==> src/rtl/huep_map.vh <==
`ifndef HUEP_MAP_VH
`define HUEP_MAP_VH

// device mode codes on the mode select input
`define HUEP_MODE_PORT 1'h0
`define HUEP_MODE_HOST 1'h1

// host side widths
`define HUEP_DATA_W 8
`define HUEP_ADDR_W 3
`define HUEP_NUM_REGS 8

// write queue shape: address field above data field
`define HUEP_WQ_W 11
`define HUEP_WQ_DEPTH 8
`define HUEP_WQ_DATA_LSB 0
`define HUEP_WQ_DATA_MSB 7
`define HUEP_WQ_ADDR_LSB 8
`define HUEP_WQ_ADDR_MSB 10

// reset and idle levels of the shared pins
`define HUEP_BYTE_ZERO 8'h00
`define HUEP_OEN_OFF 8'hFF
`define HUEP_OEN_ON 8'h00
`define HUEP_ADDR_ZERO 3'h0
// select, write and read strobes all idle high
`define HUEP_STRB_IDLE 3'h7
`define HUEP_WQ_ZERO 11'h000
`define HUEP_LOW 1'h0
`define HUEP_HIGH 1'h1

`endif

==> src/rtl/huep_fifo.v <==
`timescale 1ns/1ps
`default_nettype none
// small synchronous fifo, one clock, full and empty decoded from a registered count
module huep_fifo #(
  parameter WIDTH = 11,
  parameter DEPTH = 8,
  parameter AW = 3
) (
  input wire clk,
  input wire rstn,
  input wire inValid,
  output wire inReady,
  input wire [WIDTH-1:0] inData,
  output wire outValid,
  input wire outReady,
  output wire [WIDTH-1:0] outData
);
  reg [WIDTH-1:0] mem [0:DEPTH-1]; // storage, no reset needed
  reg [AW-1:0] wrPtr_reg; // next slot to fill
  reg [AW-1:0] rdPtr_reg; // oldest slot
  reg [AW:0] count_reg; // words held
  wire push; // accepted write
  wire pop; // accepted read

  assign inReady = (count_reg != DEPTH[AW:0]);
  assign outValid = (count_reg != {(AW+1){1'b0}});
  assign outData = mem[rdPtr_reg];
  assign push = inValid & inReady;
  assign pop = outValid & outReady;

  // storage write, no reset keeps it a plain ram
  always @(posedge clk) begin
    if (push) begin
      mem[wrPtr_reg] <= inData;
    end
  end

  // pointers wrap at depth, which need not be a power of two
  always @(posedge clk or negedge rstn) begin
    if (!rstn) begin
      wrPtr_reg <= {AW{1'b0}};
      rdPtr_reg <= {AW{1'b0}};
      count_reg <= {(AW+1){1'b0}};
    end else begin
      if (push) begin
        wrPtr_reg <= (wrPtr_reg == DEPTH[AW-1:0] - 1'b1) ? {AW{1'b0}} :
          wrPtr_reg + 1'b1;
      end
      if (pop) begin
        rdPtr_reg <= (rdPtr_reg == DEPTH[AW-1:0] - 1'b1) ? {AW{1'b0}} :
          rdPtr_reg + 1'b1;
      end
      if (push && !pop) begin
        count_reg <= count_reg + 1'b1;
      end else if (pop && !push) begin
        count_reg <= count_reg - 1'b1;
      end
    end
  end
endmodule
`default_nettype wire

==> src/rtl/huep_port.v <==
// Function
// - mode 1: data pins carry host bytes
// - mode 0: data pins become port A
// - driver disable low during host reads
// - three select bits pick emulated register
// - act only while host select low
// - write strobe low marks register write
// - read strobe low drives selected register
// - host irq high while interrupt pending
// - tx ready low while holding empty, only in dma mode
// - rx ready low while byte waiting, only in dma mode
// - select pins shared with serial B
// - strobe pins revert to serial B
// - status outputs yield pins in mode 0
`timescale 1ns/1ps
`include "huep_map.vh"
`default_nettype none
module huep_port #(
  parameter WQ_DEPTH = `HUEP_WQ_DEPTH,
  parameter WQ_AW = 3
) (
  input wire clk,
  input wire rstn,
  input wire hostMode,
  input wire serialAltSel,
  input wire [7:0] host_data_bus_in,
  output reg [7:0] host_data_bus_out,
  output reg [7:0] host_data_bus_oen_n,
  input wire [2:0] host_reg_select,
  input wire host_select_n,
  input wire host_write_n,
  input wire host_read_n,
  output reg host_driver_disable_n,
  output reg host_irq,
  output reg host_tx_ready_n,
  output reg host_rx_ready_n,
  input wire [7:0] portAOut,
  input wire [7:0] portADir,
  output reg [7:0] port_a_pins,
  output reg serial_b_txrx_clock,
  output reg serial_b_rx_data,
  output reg serial_b_rxtx_clock,
  output reg serial_b_sync,
  output reg serial_b_clear_to_send,
  output reg serial_b_carrier_detect,
  input wire serial_b_tx_data,
  input wire serial_b_terminal_ready_request,
  input wire serial_b_wait_request,
  input wire serial_b_request_to_send,
  input wire clocked_serial_tx,
  input wire clocked_serial_clock,
  input wire dma1_transfer_end_n,
  input wire coreRegWe,
  input wire [2:0] coreRegAddr,
  input wire [7:0] coreRegData,
  input wire coreIrqPending,
  input wire coreDmaMode,
  input wire coreThrEmpty,
  input wire coreRxAvail,
  output reg coreWrValid,
  input wire coreWrReady,
  output reg [2:0] coreWrAddr,
  output reg [7:0] coreWrData,
  output reg coreRdPulse,
  output reg [2:0] coreRdAddr,
  output reg hostWrFull,
  output reg hostWrOverrun
);
  // two-flop synchronisers for every pin input
  reg [7:0] dataMeta_reg; // first stage, read only by second
  reg [7:0] dataSync_reg; // host data, safe to use
  reg [2:0] addrMeta_reg; // first stage of select bits
  reg [2:0] addrSync_reg; // synced select bits or serial pins
  reg [2:0] strbMeta_reg; // first stage of select, write, read
  reg [2:0] strbSync_reg; // {select_n, write_n, read_n}
  reg [2:0] strbPrev_reg; // one cycle older, for edges
  reg [7:0] dataPrev_reg; // data held the cycle before the rise
  reg [2:0] addrPrev_reg; // address held the cycle before the rise
  // images have no reset; the core must fill all before host reads
  reg [7:0] shadow [0:`HUEP_NUM_REGS-1]; // emulated register images
  reg readActive_reg; // host read in progress
  wire selN; // synced select
  wire wrN; // synced write strobe
  wire rdN; // synced read strobe
  wire hostOn; // host function owns the pins
  wire readNow; // read window open now
  wire writeRise; // end of a host write
  wire wqInReady; // queue can take a word
  wire wqOutValid; // queue holds a word
  wire wqPop; // move head into output stage
  wire [`HUEP_WQ_W-1:0] wqOutData; // queue head
  wire [`HUEP_WQ_W-1:0] wqInData; // captured address and data

  assign selN = strbSync_reg[2];
  assign wrN = strbSync_reg[1];
  assign rdN = strbSync_reg[0];
  // mode 0 hands every shared pin back to its other owner
  assign hostOn = (hostMode == `HUEP_MODE_HOST);
  // device joins only while selected
  assign readNow = hostOn & ~selN & ~rdN;
  // data and address come from the history stage, so a host that
  // lets go of the data together with the strobe still lands its byte
  // rise of write while select was low, data from before
  assign writeRise = hostOn & wrN & ~strbPrev_reg[1] & ~strbPrev_reg[2];
  assign wqInData = {addrPrev_reg, dataPrev_reg};
  // output stage refills when empty or when the core takes it
  // one word waits in the stage, so nine writes fit before a drop
  assign wqPop = wqOutValid & (~coreWrValid | coreWrReady);

  // synchroniser chain and edge history
  always @(posedge clk or negedge rstn) begin
    if (!rstn) begin
      dataMeta_reg <= `HUEP_BYTE_ZERO;
      dataSync_reg <= `HUEP_BYTE_ZERO;
      addrMeta_reg <= `HUEP_ADDR_ZERO;
      addrSync_reg <= `HUEP_ADDR_ZERO;
      // idle high, so no false write edge follows reset
      strbMeta_reg <= `HUEP_STRB_IDLE;
      strbSync_reg <= `HUEP_STRB_IDLE;
      strbPrev_reg <= `HUEP_STRB_IDLE;
      dataPrev_reg <= `HUEP_BYTE_ZERO;
      addrPrev_reg <= `HUEP_ADDR_ZERO;
    end else begin
      dataMeta_reg <= host_data_bus_in;
      dataSync_reg <= dataMeta_reg;
      addrMeta_reg <= host_reg_select;
      addrSync_reg <= addrMeta_reg;
      strbMeta_reg <= {host_select_n, host_write_n, host_read_n};
      strbSync_reg <= strbMeta_reg;
      strbPrev_reg <= strbSync_reg;
      dataPrev_reg <= dataSync_reg;
      addrPrev_reg <= addrSync_reg;
    end
  end

  // register images kept for host reads; core owns their contents
  always @(posedge clk) begin
    if (coreRegWe) begin
      shadow[coreRegAddr] <= coreRegData;
    end
  end

  // host writes queue here so a slow core does not lose bytes
  // depth is a trade: short bursts ride out a busy core, longer
  // ones drop bytes and the overrun flag reports it
  huep_fifo #(
    .WIDTH(`HUEP_WQ_W),
    .DEPTH(WQ_DEPTH),
    .AW(WQ_AW)
  ) huep_fifo_inst (
    .clk(clk),
    .rstn(rstn),
    .inValid(writeRise),
    .inReady(wqInReady),
    .inData(wqInData),
    .outValid(wqOutValid),
    .outReady(wqPop),
    .outData(wqOutData)
  );

  // registered output stage toward the core
  // a presented word stays put until the core takes it
  always @(posedge clk or negedge rstn) begin
    if (!rstn) begin
      coreWrValid <= `HUEP_LOW;
      coreWrAddr <= `HUEP_ADDR_ZERO;
      coreWrData <= `HUEP_BYTE_ZERO;
    end else begin
      if (wqPop) begin
        // head becomes the presented write
        coreWrValid <= `HUEP_HIGH;
        coreWrAddr <= wqOutData[`HUEP_WQ_ADDR_MSB:`HUEP_WQ_ADDR_LSB];
        coreWrData <= wqOutData[`HUEP_WQ_DATA_MSB:`HUEP_WQ_DATA_LSB];
      end else if (coreWrReady) begin
        // taken and nothing behind it
        coreWrValid <= `HUEP_LOW;
      end
    end
  end

  // queue status; host bus has no wait pin, so a full queue drops
  // full lags the queue count by one clock
  always @(posedge clk or negedge rstn) begin
    if (!rstn) begin
      hostWrFull <= `HUEP_LOW;
      hostWrOverrun <= `HUEP_LOW;
    end else begin
      hostWrFull <= ~wqInReady;
      // sticky until mode leaves host function
      if (writeRise && !wqInReady) begin
        hostWrOverrun <= `HUEP_HIGH;
      end else if (!hostOn) begin
        hostWrOverrun <= `HUEP_LOW;
      end
    end
  end

  // read tracking and one pulse per read to the core
  // one pulse however long the host keeps the strobe low
  always @(posedge clk or negedge rstn) begin
    if (!rstn) begin
      readActive_reg <= `HUEP_LOW;
      coreRdPulse <= `HUEP_LOW;
      coreRdAddr <= `HUEP_ADDR_ZERO;
    end else begin
      readActive_reg <= readNow;
      // start of a read lets the core pop its receive byte
      coreRdPulse <= readNow & ~readActive_reg;
      if (readNow && !readActive_reg) begin
        coreRdAddr <= addrSync_reg;
      end
    end
  end

  // data pins: host bus in mode 1, port A in mode 0
  // drive is registered behind the synchronisers, so the bus turns
  // on three clocks after the strobe falls and off three after it rises
  always @(posedge clk or negedge rstn) begin
    if (!rstn) begin
      host_data_bus_out <= `HUEP_BYTE_ZERO;
      host_data_bus_oen_n <= `HUEP_OEN_OFF;
      port_a_pins <= `HUEP_BYTE_ZERO;
    end else begin
      if (hostOn) begin
        port_a_pins <= `HUEP_BYTE_ZERO;
        if (readNow) begin
          // selected image driven while read and select low
          host_data_bus_out <= shadow[addrSync_reg];
          host_data_bus_oen_n <= `HUEP_OEN_ON;
        end else begin
          // bus released between reads
          host_data_bus_out <= `HUEP_BYTE_ZERO;
          host_data_bus_oen_n <= `HUEP_OEN_OFF;
        end
      end else begin
        // per-bit direction, low enable drives the pin
        host_data_bus_out <= portAOut;
        host_data_bus_oen_n <= ~portADir;
        port_a_pins <= dataSync_reg;
      end
    end
  end

  // inputs of shared pins handed to serial B in mode 0
  // levels only; the serial clock pins are inputs in this block
  always @(posedge clk or negedge rstn) begin
    if (!rstn) begin
      serial_b_txrx_clock <= `HUEP_LOW;
      serial_b_rx_data <= `HUEP_LOW;
      serial_b_rxtx_clock <= `HUEP_LOW;
      serial_b_sync <= `HUEP_HIGH;
      serial_b_clear_to_send <= `HUEP_HIGH;
      serial_b_carrier_detect <= `HUEP_HIGH;
    end else begin
      if (hostOn) begin
        // pins belong to the host; serial side sees idle
        // idle levels keep the serial receiver quiet
        serial_b_txrx_clock <= `HUEP_LOW;
        serial_b_rx_data <= `HUEP_LOW;
        serial_b_rxtx_clock <= `HUEP_LOW;
        serial_b_sync <= `HUEP_HIGH;
        serial_b_clear_to_send <= `HUEP_HIGH;
        serial_b_carrier_detect <= `HUEP_HIGH;
      end else begin
        serial_b_txrx_clock <= addrSync_reg[0];
        serial_b_rx_data <= addrSync_reg[1];
        serial_b_rxtx_clock <= addrSync_reg[2];
        serial_b_sync <= selN;
        serial_b_clear_to_send <= wrN;
        serial_b_carrier_detect <= rdN;
      end
    end
  end

  // shared output pins; in mode 0 serialAltSel picks serial B over clocked serial and dma end on irq and ready
  // status pins lag the core levels by one clock
  always @(posedge clk or negedge rstn) begin
    if (!rstn) begin
      host_driver_disable_n <= `HUEP_HIGH;
      host_irq <= `HUEP_LOW;
      host_tx_ready_n <= `HUEP_HIGH;
      host_rx_ready_n <= `HUEP_HIGH;
    end else begin
      if (hostOn) begin
        host_driver_disable_n <= ~readNow;
        host_irq <= coreIrqPending;
        // ready lines only signal in dma operation
        host_tx_ready_n <= ~(coreDmaMode & coreThrEmpty);
        host_rx_ready_n <= ~(coreDmaMode & coreRxAvail);
      end else begin
        host_driver_disable_n <= serial_b_tx_data;
        host_irq <= serialAltSel ? serial_b_terminal_ready_request :
          clocked_serial_tx;
        host_tx_ready_n <= serialAltSel ? serial_b_wait_request :
          clocked_serial_clock;
        host_rx_ready_n <= serialAltSel ? serial_b_request_to_send :
          dma1_transfer_end_n;
      end
    end
  end
endmodule
`default_nettype wire

==> config.mk <==
export PLATFORM = sky130hd
export DESIGN_NAME = huep_port
export DESIGN_NICKNAME = d
export VERILOG_FILES = /design/src/rtl/huep_fifo.v /design/src/rtl/huep_port.v
export VERILOG_INCLUDE_DIRS = /design/src /design/src/rtl
export SDC_FILE = /design/constraint.sdc
export NUM_CORES = 1
export LEC_CHECK = 0
export BUFFER_PORTS_ARGS = -buffer_cell sky130_fd_sc_hd__buf_2
export CAP_MARGIN = 25
export CORE_ASPECT_RATIO = 0.9
export CORE_MARGIN = 5
export CORE_UTILIZATION = 52
export DETAILED_ROUTE_END_ITERATION = 8
export PLACE_DENSITY = 0.84
export REMOVE_ABC_BUFFERS = 1
export SLEW_MARGIN = 20
export SYNTH_ARGS = -nofsm -noshare
export SYNTH_HDL_FRONTEND = slang
export SYNTH_SLANG_ARGS = --single-unit
==> constraint.sdc <==
create_clock -name clk -period 2.8 [get_ports clk]
set_input_delay 0.14 -clock clk [delete_from_list [all_inputs] [get_ports clk]]
set_output_delay 0.14 -clock clk [all_outputs]
set_load 0.05 [all_outputs]
Word-level counts from Yosys, hierarchy flattened
Memories as Yosys holds them, arrays and structs flattened. A register that Yosys moved wholly into a read port is not among the register bits.
Index checks and enable logic that the tools add are counted.
- word-level logic and storage cells: 106
- input bits: 58
- register bits: 94
- RAM bits: 152
- output and inout port bits: 52
- memories kept: 2
- multiplexer cells: 30
- bitwise operators: 23
- reductions and logical operators: 12
- add/subtract/negate cells: 4
- eq/ne operators: 4
- memory list (memory ; depth ; width ; rd ports ; clocked after Yosys merged registers in ; write ports ; line ; text):
    huep_fifo_inst.mem ; 8 ; 11 ; 1 ; 1 ; 1 ; huep_fifo.v:18 ; reg [WIDTH-1:0] mem [0:DEPTH-1];
    shadow ; 8 ; 8 ; 1 ; 0 ; 1 ; huep_port.v:80 ; reg [7:0] shadow [0:`HUEP_NUM_REGS-1];
- operators with widths (kind ; number):
    two-way mux 8 bit ; 5
    two-way mux 1 bit ; 21
    AND 1 bit ; 11
    NOT 1 bit ; 10
    two-way mux 4 bit ; 2
    NOT 8 bit ; 1
    adder 3 x 1 -> 3 bit (second input constant) ; 2
    equality test 3 bit (second input constant) ; 2
    two-way mux 3 bit ; 2
    logical NOT 1 bit ; 5
    adder 4 x 1 -> 4 bit (second input constant) ; 1
    logical AND 1 bit ; 4
    != test 4 bit (second input constant) ; 1
    nonzero test 2 bit ; 2
    nonzero test 4 bit ; 1
    subtractor 4 x 1 -> 4 bit (second input constant) ; 1
    != test 2 x 1 -> 1 bit (second input constant) ; 1
    bitwise OR 1 bit ; 1

Depth between registers and ports, before layout
- word-level depth: 8
- depth in mapped cells: 11
- mapped depth without buffers: 10

Modules after synthesis
A second synthesis with hierarchy kept.
- cell total of the unflattened synthesis: 499
- area, all modules: 9482.8 um^2
- modules (own cells, without submodules) (module ; times used ; cells an instance ; area each (um^2) ; seq. area each (um^2)):
    huep_port ; 1 ; 308 ; 5436.5 ; 4301.6
    huep_fifo ; 1 ; 191 ; 4046.4 ; 2892.8

Worst setup path after synthesis
No wires, ideal clock.
- kind: register to register
- start: register huep_fifo_inst.count_reg[3]
- end: memory huep_fifo_inst.mem[0][0], enable pin
- required time: 2.392 ns
- path slack: 0.099 ns
- arrival: 2.293 ns
- library setup time: 0.408 ns
- period minus slack after synthesis: 2.701 ns
- buffers on the path: 1
- cell stages (with the launch flop): 5
- cell sequence: dfrtp_1 nor4b_2 or4_4 buf_6 nor4_1
- cells in the longest elaborated chain, start to end: 4
- RTL lines (what ; line ; text):
    start, declared ; huep_fifo.v:21 ; reg [AW:0] count_reg;
    start signal, assigned ; huep_fifo.v:43 ; count_reg <= {(AW+1){1'b0}};
    start signal, assigned ; huep_fifo.v:54 ; count_reg <= count_reg + 1'b1;
    start signal, assigned ; huep_fifo.v:56 ; count_reg <= count_reg - 1'b1;
    != test 4 bit ; huep_fifo.v:25 ; assign inReady = (count_reg != DEPTH[AW:0]);
    AND 1 bit ; huep_fifo.v:28 ; assign push = inValid & inReady;
    two-way mux 1 bit ; huep_fifo.v:33 ; if (push) begin
    two-way mux 1 bit (implied by the code) ; huep_fifo.v:34 ; mem[wrPtr_reg] <= inData;
    end, declared ; huep_fifo.v:18 ;
No other way between the ends.

Worst setup path in the final report
- start: register huep_fifo_inst.count_reg[3]
- end: register huep_fifo_inst.count_reg[3]
- elaborated cells between the ends (all ways): 14
- classes of those cells: 2 x add/sub; 1 x eq/ne; 2 x mux; 3 x bitwise; 6 x reduce/logical
- RTL lines (what ; line ; text):
    != test 4 bit * ; huep_fifo.v:25 ;
    AND 1 bit * ; huep_fifo.v:28 ;
    net huep_fifo_inst.push ; huep_fifo.v:22 ; wire push;
    logical NOT 1 bit ; huep_fifo.v:55 ; end else if (pop && !push) begin
    logical AND 1 bit ; huep_fifo.v:55 ;
    nonzero test 2 bit (no source line) ; n/a ;
The timed path passes the listed nets; every way through them passes the cells marked *. The select of a mux whose other input is x is not followed.
A chain may end at the register's enable or synchronous reset.

==> results.py <==
metrics = {
    "critical_path": {
        "crit_buf_inv": 2,
        "critical_path_class": "reg -> reg",
        "crit_required_ns": 3.19,
        "end_kind": "register",
        "crit_slowest_cell": "or4_4",
        "crit_path_start_kind": "register",
        "crit_family": "simple AND/OR/NAND/NOR gates",
        "r2r_setup_slack_ns": 0.11,
        "r2r-end": "huep_fifo_inst.count_reg[3]$_DFFE_PN0P_",
        "ff2ff_path_depth": 10,
        "worstPathCellList": "nor4b_2, or4_4, clkinv_4, ha_4, inv_2, ha_1, a21o_1, a21oi_2, mux2i_1, o31ai_1",
        "crit_fanout": 5,
        "r2r_start": "huep_fifo_inst.count_reg[3]$_DFFE_PN0P_",
        "cp.arrival_ns": 3.08,
        "slowest_delay_ns": 0.55,
    },
    "sta": {
        "min_period_ns": 2.691,
        "fin_ws_ns": 0.1090,
        "timing_hold_violations_final": 0,
        "grt_setup_unrepaired": "no",
        "skew_ns": 0.009240,
        "final_max_slew_viol_count": 0,
        "period_share_pct": 96.11,
        "worstMarginPinSlew_ns": 0.8387,
        "setup_violations": 0,
        "fmax_ghz": 0.3716,
        "slew_headroom_pct": 43.88,
    },
    "synth": {
        "synth-warning-count": 0,
        "syn-cell-area_um2": 9427,
        "syn_avg_cell_area_um2": 16.77,
        "yosysSeqAreaShare_pct": 76.32,
        "synth-seq-cells": 256,
        "syn_inst": 562,
        "synth_cell_type_count": 41,
    },
    "routing": {
        "drt_first_pass_iters": 5,
        "totalWireLength_mm": 19.95,
        "dr.first_iter.drc_count": 382,
        "num_vias": 5402,
        "wire_per_inst_um": 19.87,
        "drc": 0,
        "postRouteAntennaNets": 0,
        "viasPerCell": 5.380,
    },
    "finish": {
        "fin_nets": 810,
        "largest_reg_flops": 88,
        "syn_to_final_growth_pct": 24.30,
        "reg.largest.list": "huep_fifo_inst.mem (88), shadow (64)",
        "antenna_cells": 0,
        "fill_cells": 1214,
        "top_register": "huep_fifo_inst.mem",
        "final_util_pct": 66.10,
        "final_common_cell": "edfxtp_1",
        "drive_gt1_share_pct": 29.84,
        "final_cell_mix": "edfxtp_1, buf_2, dfrtp_1",
    },
    "power": {
        "pwr-share-seq_pct": 45.5,
        "peakVddDrop_mv": 0.6077,
        "sw_frac_of_total_pct": 29.54,
        "p_per_area_nw_per_um2": 865.1,
        "power_frac_clock_pct": 33.4,
        "power.switching_mw": 2.994,
        "combPwrFrac_pct": 21.1,
        "finalPower_mw": 10.14,
        "p_int_mw": 7.142,
        "leakagePower_nw": 4.709,
    },
    "grt": {
        "grtUsageTotal_pct": 19.01,
        "globalRouteOverflowTotal": 0,
        "antenna_found_initial": 0,
        "grt_first_pass_wirelength_mm": 31.36,
        "grt_pass1_vias": 5832,
        "grt_max_degree": 58,
    },
    "floorplanning": {
        "num_rows": 46,
        "die_y_um": 137.7,
        "dieArea_um2": 20920,
        "pin_count": 110,
        "initial_core_util_pct": 53.18,
        "coreArea_um2": 17730,
        "dieWidth_um": 151.9,
    },
    "clock_tree": {
        "cts_tree": "built",
        "cts_root_buffer": "clkbuf_16",
        "numCtsBuffers": 26,
        "clk_pin_slew_worst_paths_ns": 0.06,
        "cts_sinks": 256,
        "cts_max_level": 1,
        "clk_path_buf_depth": 3,
        "insertion_delay_ns": 0.52,
    },
    "place": {
        "gp_congestion": 0.7573,
        "portBuffers": 109,
        "place_ws_ns": -0.1704,
        "hpwl_mm": 12.00,
    },
    "status": {
        "status": "finished clean",
    },
    "job": {
        "drv_cap": 0,
    },
    "min_path": {
        "hold_end": "hostWrOverrun$_DFFE_PN0P_",
        "hold_class": "in -> reg",
        "holdCritStartpoint": "hostMode",
        "holdPathStages": 4,
    },
}
power groups by stage:
stage                     combinational, mW  clock (mW)  sequential [mW]
after floorplan                       0.910           0             5.16
after global placement                 1.96           0             4.64
after detailed placement               2.03           0             4.67
after CTS                              2.11        3.46             4.60
after global routing                   2.32        3.61             4.65
final                                  2.14        3.39             4.61
kinds of logic after synthesis:
group                      after synthesis  synth area share, %
muxes                                   77                9.331
DFF                                    256                76.32
AOI/OAI and AO/OA                       72                5.004
and+or+nand+nor                         97                5.562
buffers and inverters                   50                2.455
xor gates and xnor gates                 2               0.1859
adders and majority gates                8                1.141
per-stage QoR:
step	hold slack [ns]	instances	setup TNS, ns	cell area (µm²)
final	0.1376	1004	0	11720
after global routing	0.1288	1004	0	11720
after CTS	0.1183	1003	0	11680
after detailed placement	0.2125	908	-0.1704	10340
after global placement	0.1967	908	0	10340
after floorplan	-0.1556	537	0	9294
tightest hold or removal path, cell delays in order:
cell	delay [ns]
buf_2	0.14
nand2_1	0.08
nor3_1	0.05
a22o_1	0.19
cell type report:
cell class / instances / area [µm²] / area share [%]
multi-input cells: 256 / 2042 / 17.43
inverters: 25 / 98.84 / 0.8436
clock buffers: 39 / 814.5 / 6.951
well taps: 240 / 300.3 / 2.563
repair buffers: 179 / 1216 / 10.38
clock inverters: 9 / 50.05 / 0.4271
flip-flops and latches: 256 / 7196 / 61.41
how the worst max path moves through the flow:
stage	startpoint	end	slack, ns	cells past startpoint
finish	huep_fifo_inst.count_reg[3]$_DFFE_PN0P_	huep_fifo_inst.count_reg[3]$_DFFE_PN0P_	0.11	10
global route	huep_fifo_inst.count_reg[3]$_DFFE_PN0P_	huep_fifo_inst.count_reg[3]$_DFFE_PN0P_	0.007	10
CTS	huep_fifo_inst.count_reg[3]$_DFFE_PN0P_	huep_fifo_inst.count_reg[3]$_DFFE_PN0P_	0.03	10
detailed placement	huep_fifo_inst.count_reg[3]$_DFFE_PN0P_	huep_fifo_inst.count_reg[3]$_DFFE_PN0P_	-0.17	9
global placement	huep_fifo_inst.count_reg[3]$_DFFE_PN0P_	huep_fifo_inst.count_reg[3]$_DFFE_PN0P_	0.1	9
floorplan	coreWrValid$_DFFE_PN0P_	huep_fifo_inst.count_reg[3]$_DFFE_PN0P_	0.07	8
cells in the mapped netlist:
| cell type | n | area, µm² |
|---|---|---|
| nand2_4 | 1 | 11.26 |
| a2111oi_0 | 1 | 8.760 |
| nor4b_2 | 1 | 15.01 |
| mux4_2 | 8 | 180.2 |
| clkbuf_1 | 15 | 56.30 |
| mux2i_1 | 62 | 620.6 |
| a21o_1 | 2 | 15.01 |
| o31ai_1 | 1 | 7.510 |
| or4_4 | 1 | 11.26 |
| inv_2 | 1 | 3.750 |
| buf_4 | 3 | 22.52 |
| o21ai_0 | 23 | 115.1 |
| nor3_2 | 2 | 20.02 |
| a21oi_2 | 1 | 8.760 |
| nor4_4 | 1 | 21.27 |
| a21oi_1 | 9 | 45.04 |
| nor4_1 | 2 | 12.51 |
| a31oi_1 | 2 | 12.51 |
| mux2_2 | 7 | 78.83 |
| a22o_1 | 1 | 8.760 |
| nand3_1 | 19 | 95.09 |
| nor2_1 | 13 | 48.80 |
| nor3_1 | 10 | 50.05 |
| and2_1 | 1 | 6.260 |
| o2111ai_1 | 8 | 70.07 |
| dfrtp_1 | 82 | 2052 |
| fa_1 | 1 | 20.02 |
| buf_6 | 3 | 33.78 |
| xnor2_1 | 2 | 17.52 |
| edfxtp_1 | 152 | 4564 |
| inv_1 | 23 | 86.33 |
| or2_2 | 3 | 18.77 |
| buf_2 | 4 | 20.02 |
| clkinv_4 | 1 | 8.760 |
| dfstp_2 | 22 | 578.1 |
| a211oi_1 | 2 | 15.01 |
| nor2b_1 | 16 | 100.1 |
| ha_1 | 7 | 87.58 |
| a22oi_1 | 22 | 165.2 |
| nand2_1 | 22 | 82.58 |
| nand2b_1 | 5 | 31.28 |
timing repair:
action,CTS,global route
hold endpoints to repair,137,0
pin swaps,0,1
buffers inserted,0,1
gates resized for setup,4,3
endpoints found under the setup margin,1,1
hold buffers,47,0
layer usage:
| layer | share of wire [%] | global-route usage (%) |
|---|---|---|
| met1 | 39 | 24.19 |
| met2 | 53 | 33.91 |
| met3 | 4.3 | 3.015 |
| met4 | 3.1 | 6.241 |
| met5 | 0 | 0 |
No activity file was read; power rests on OpenSTA's default activity.
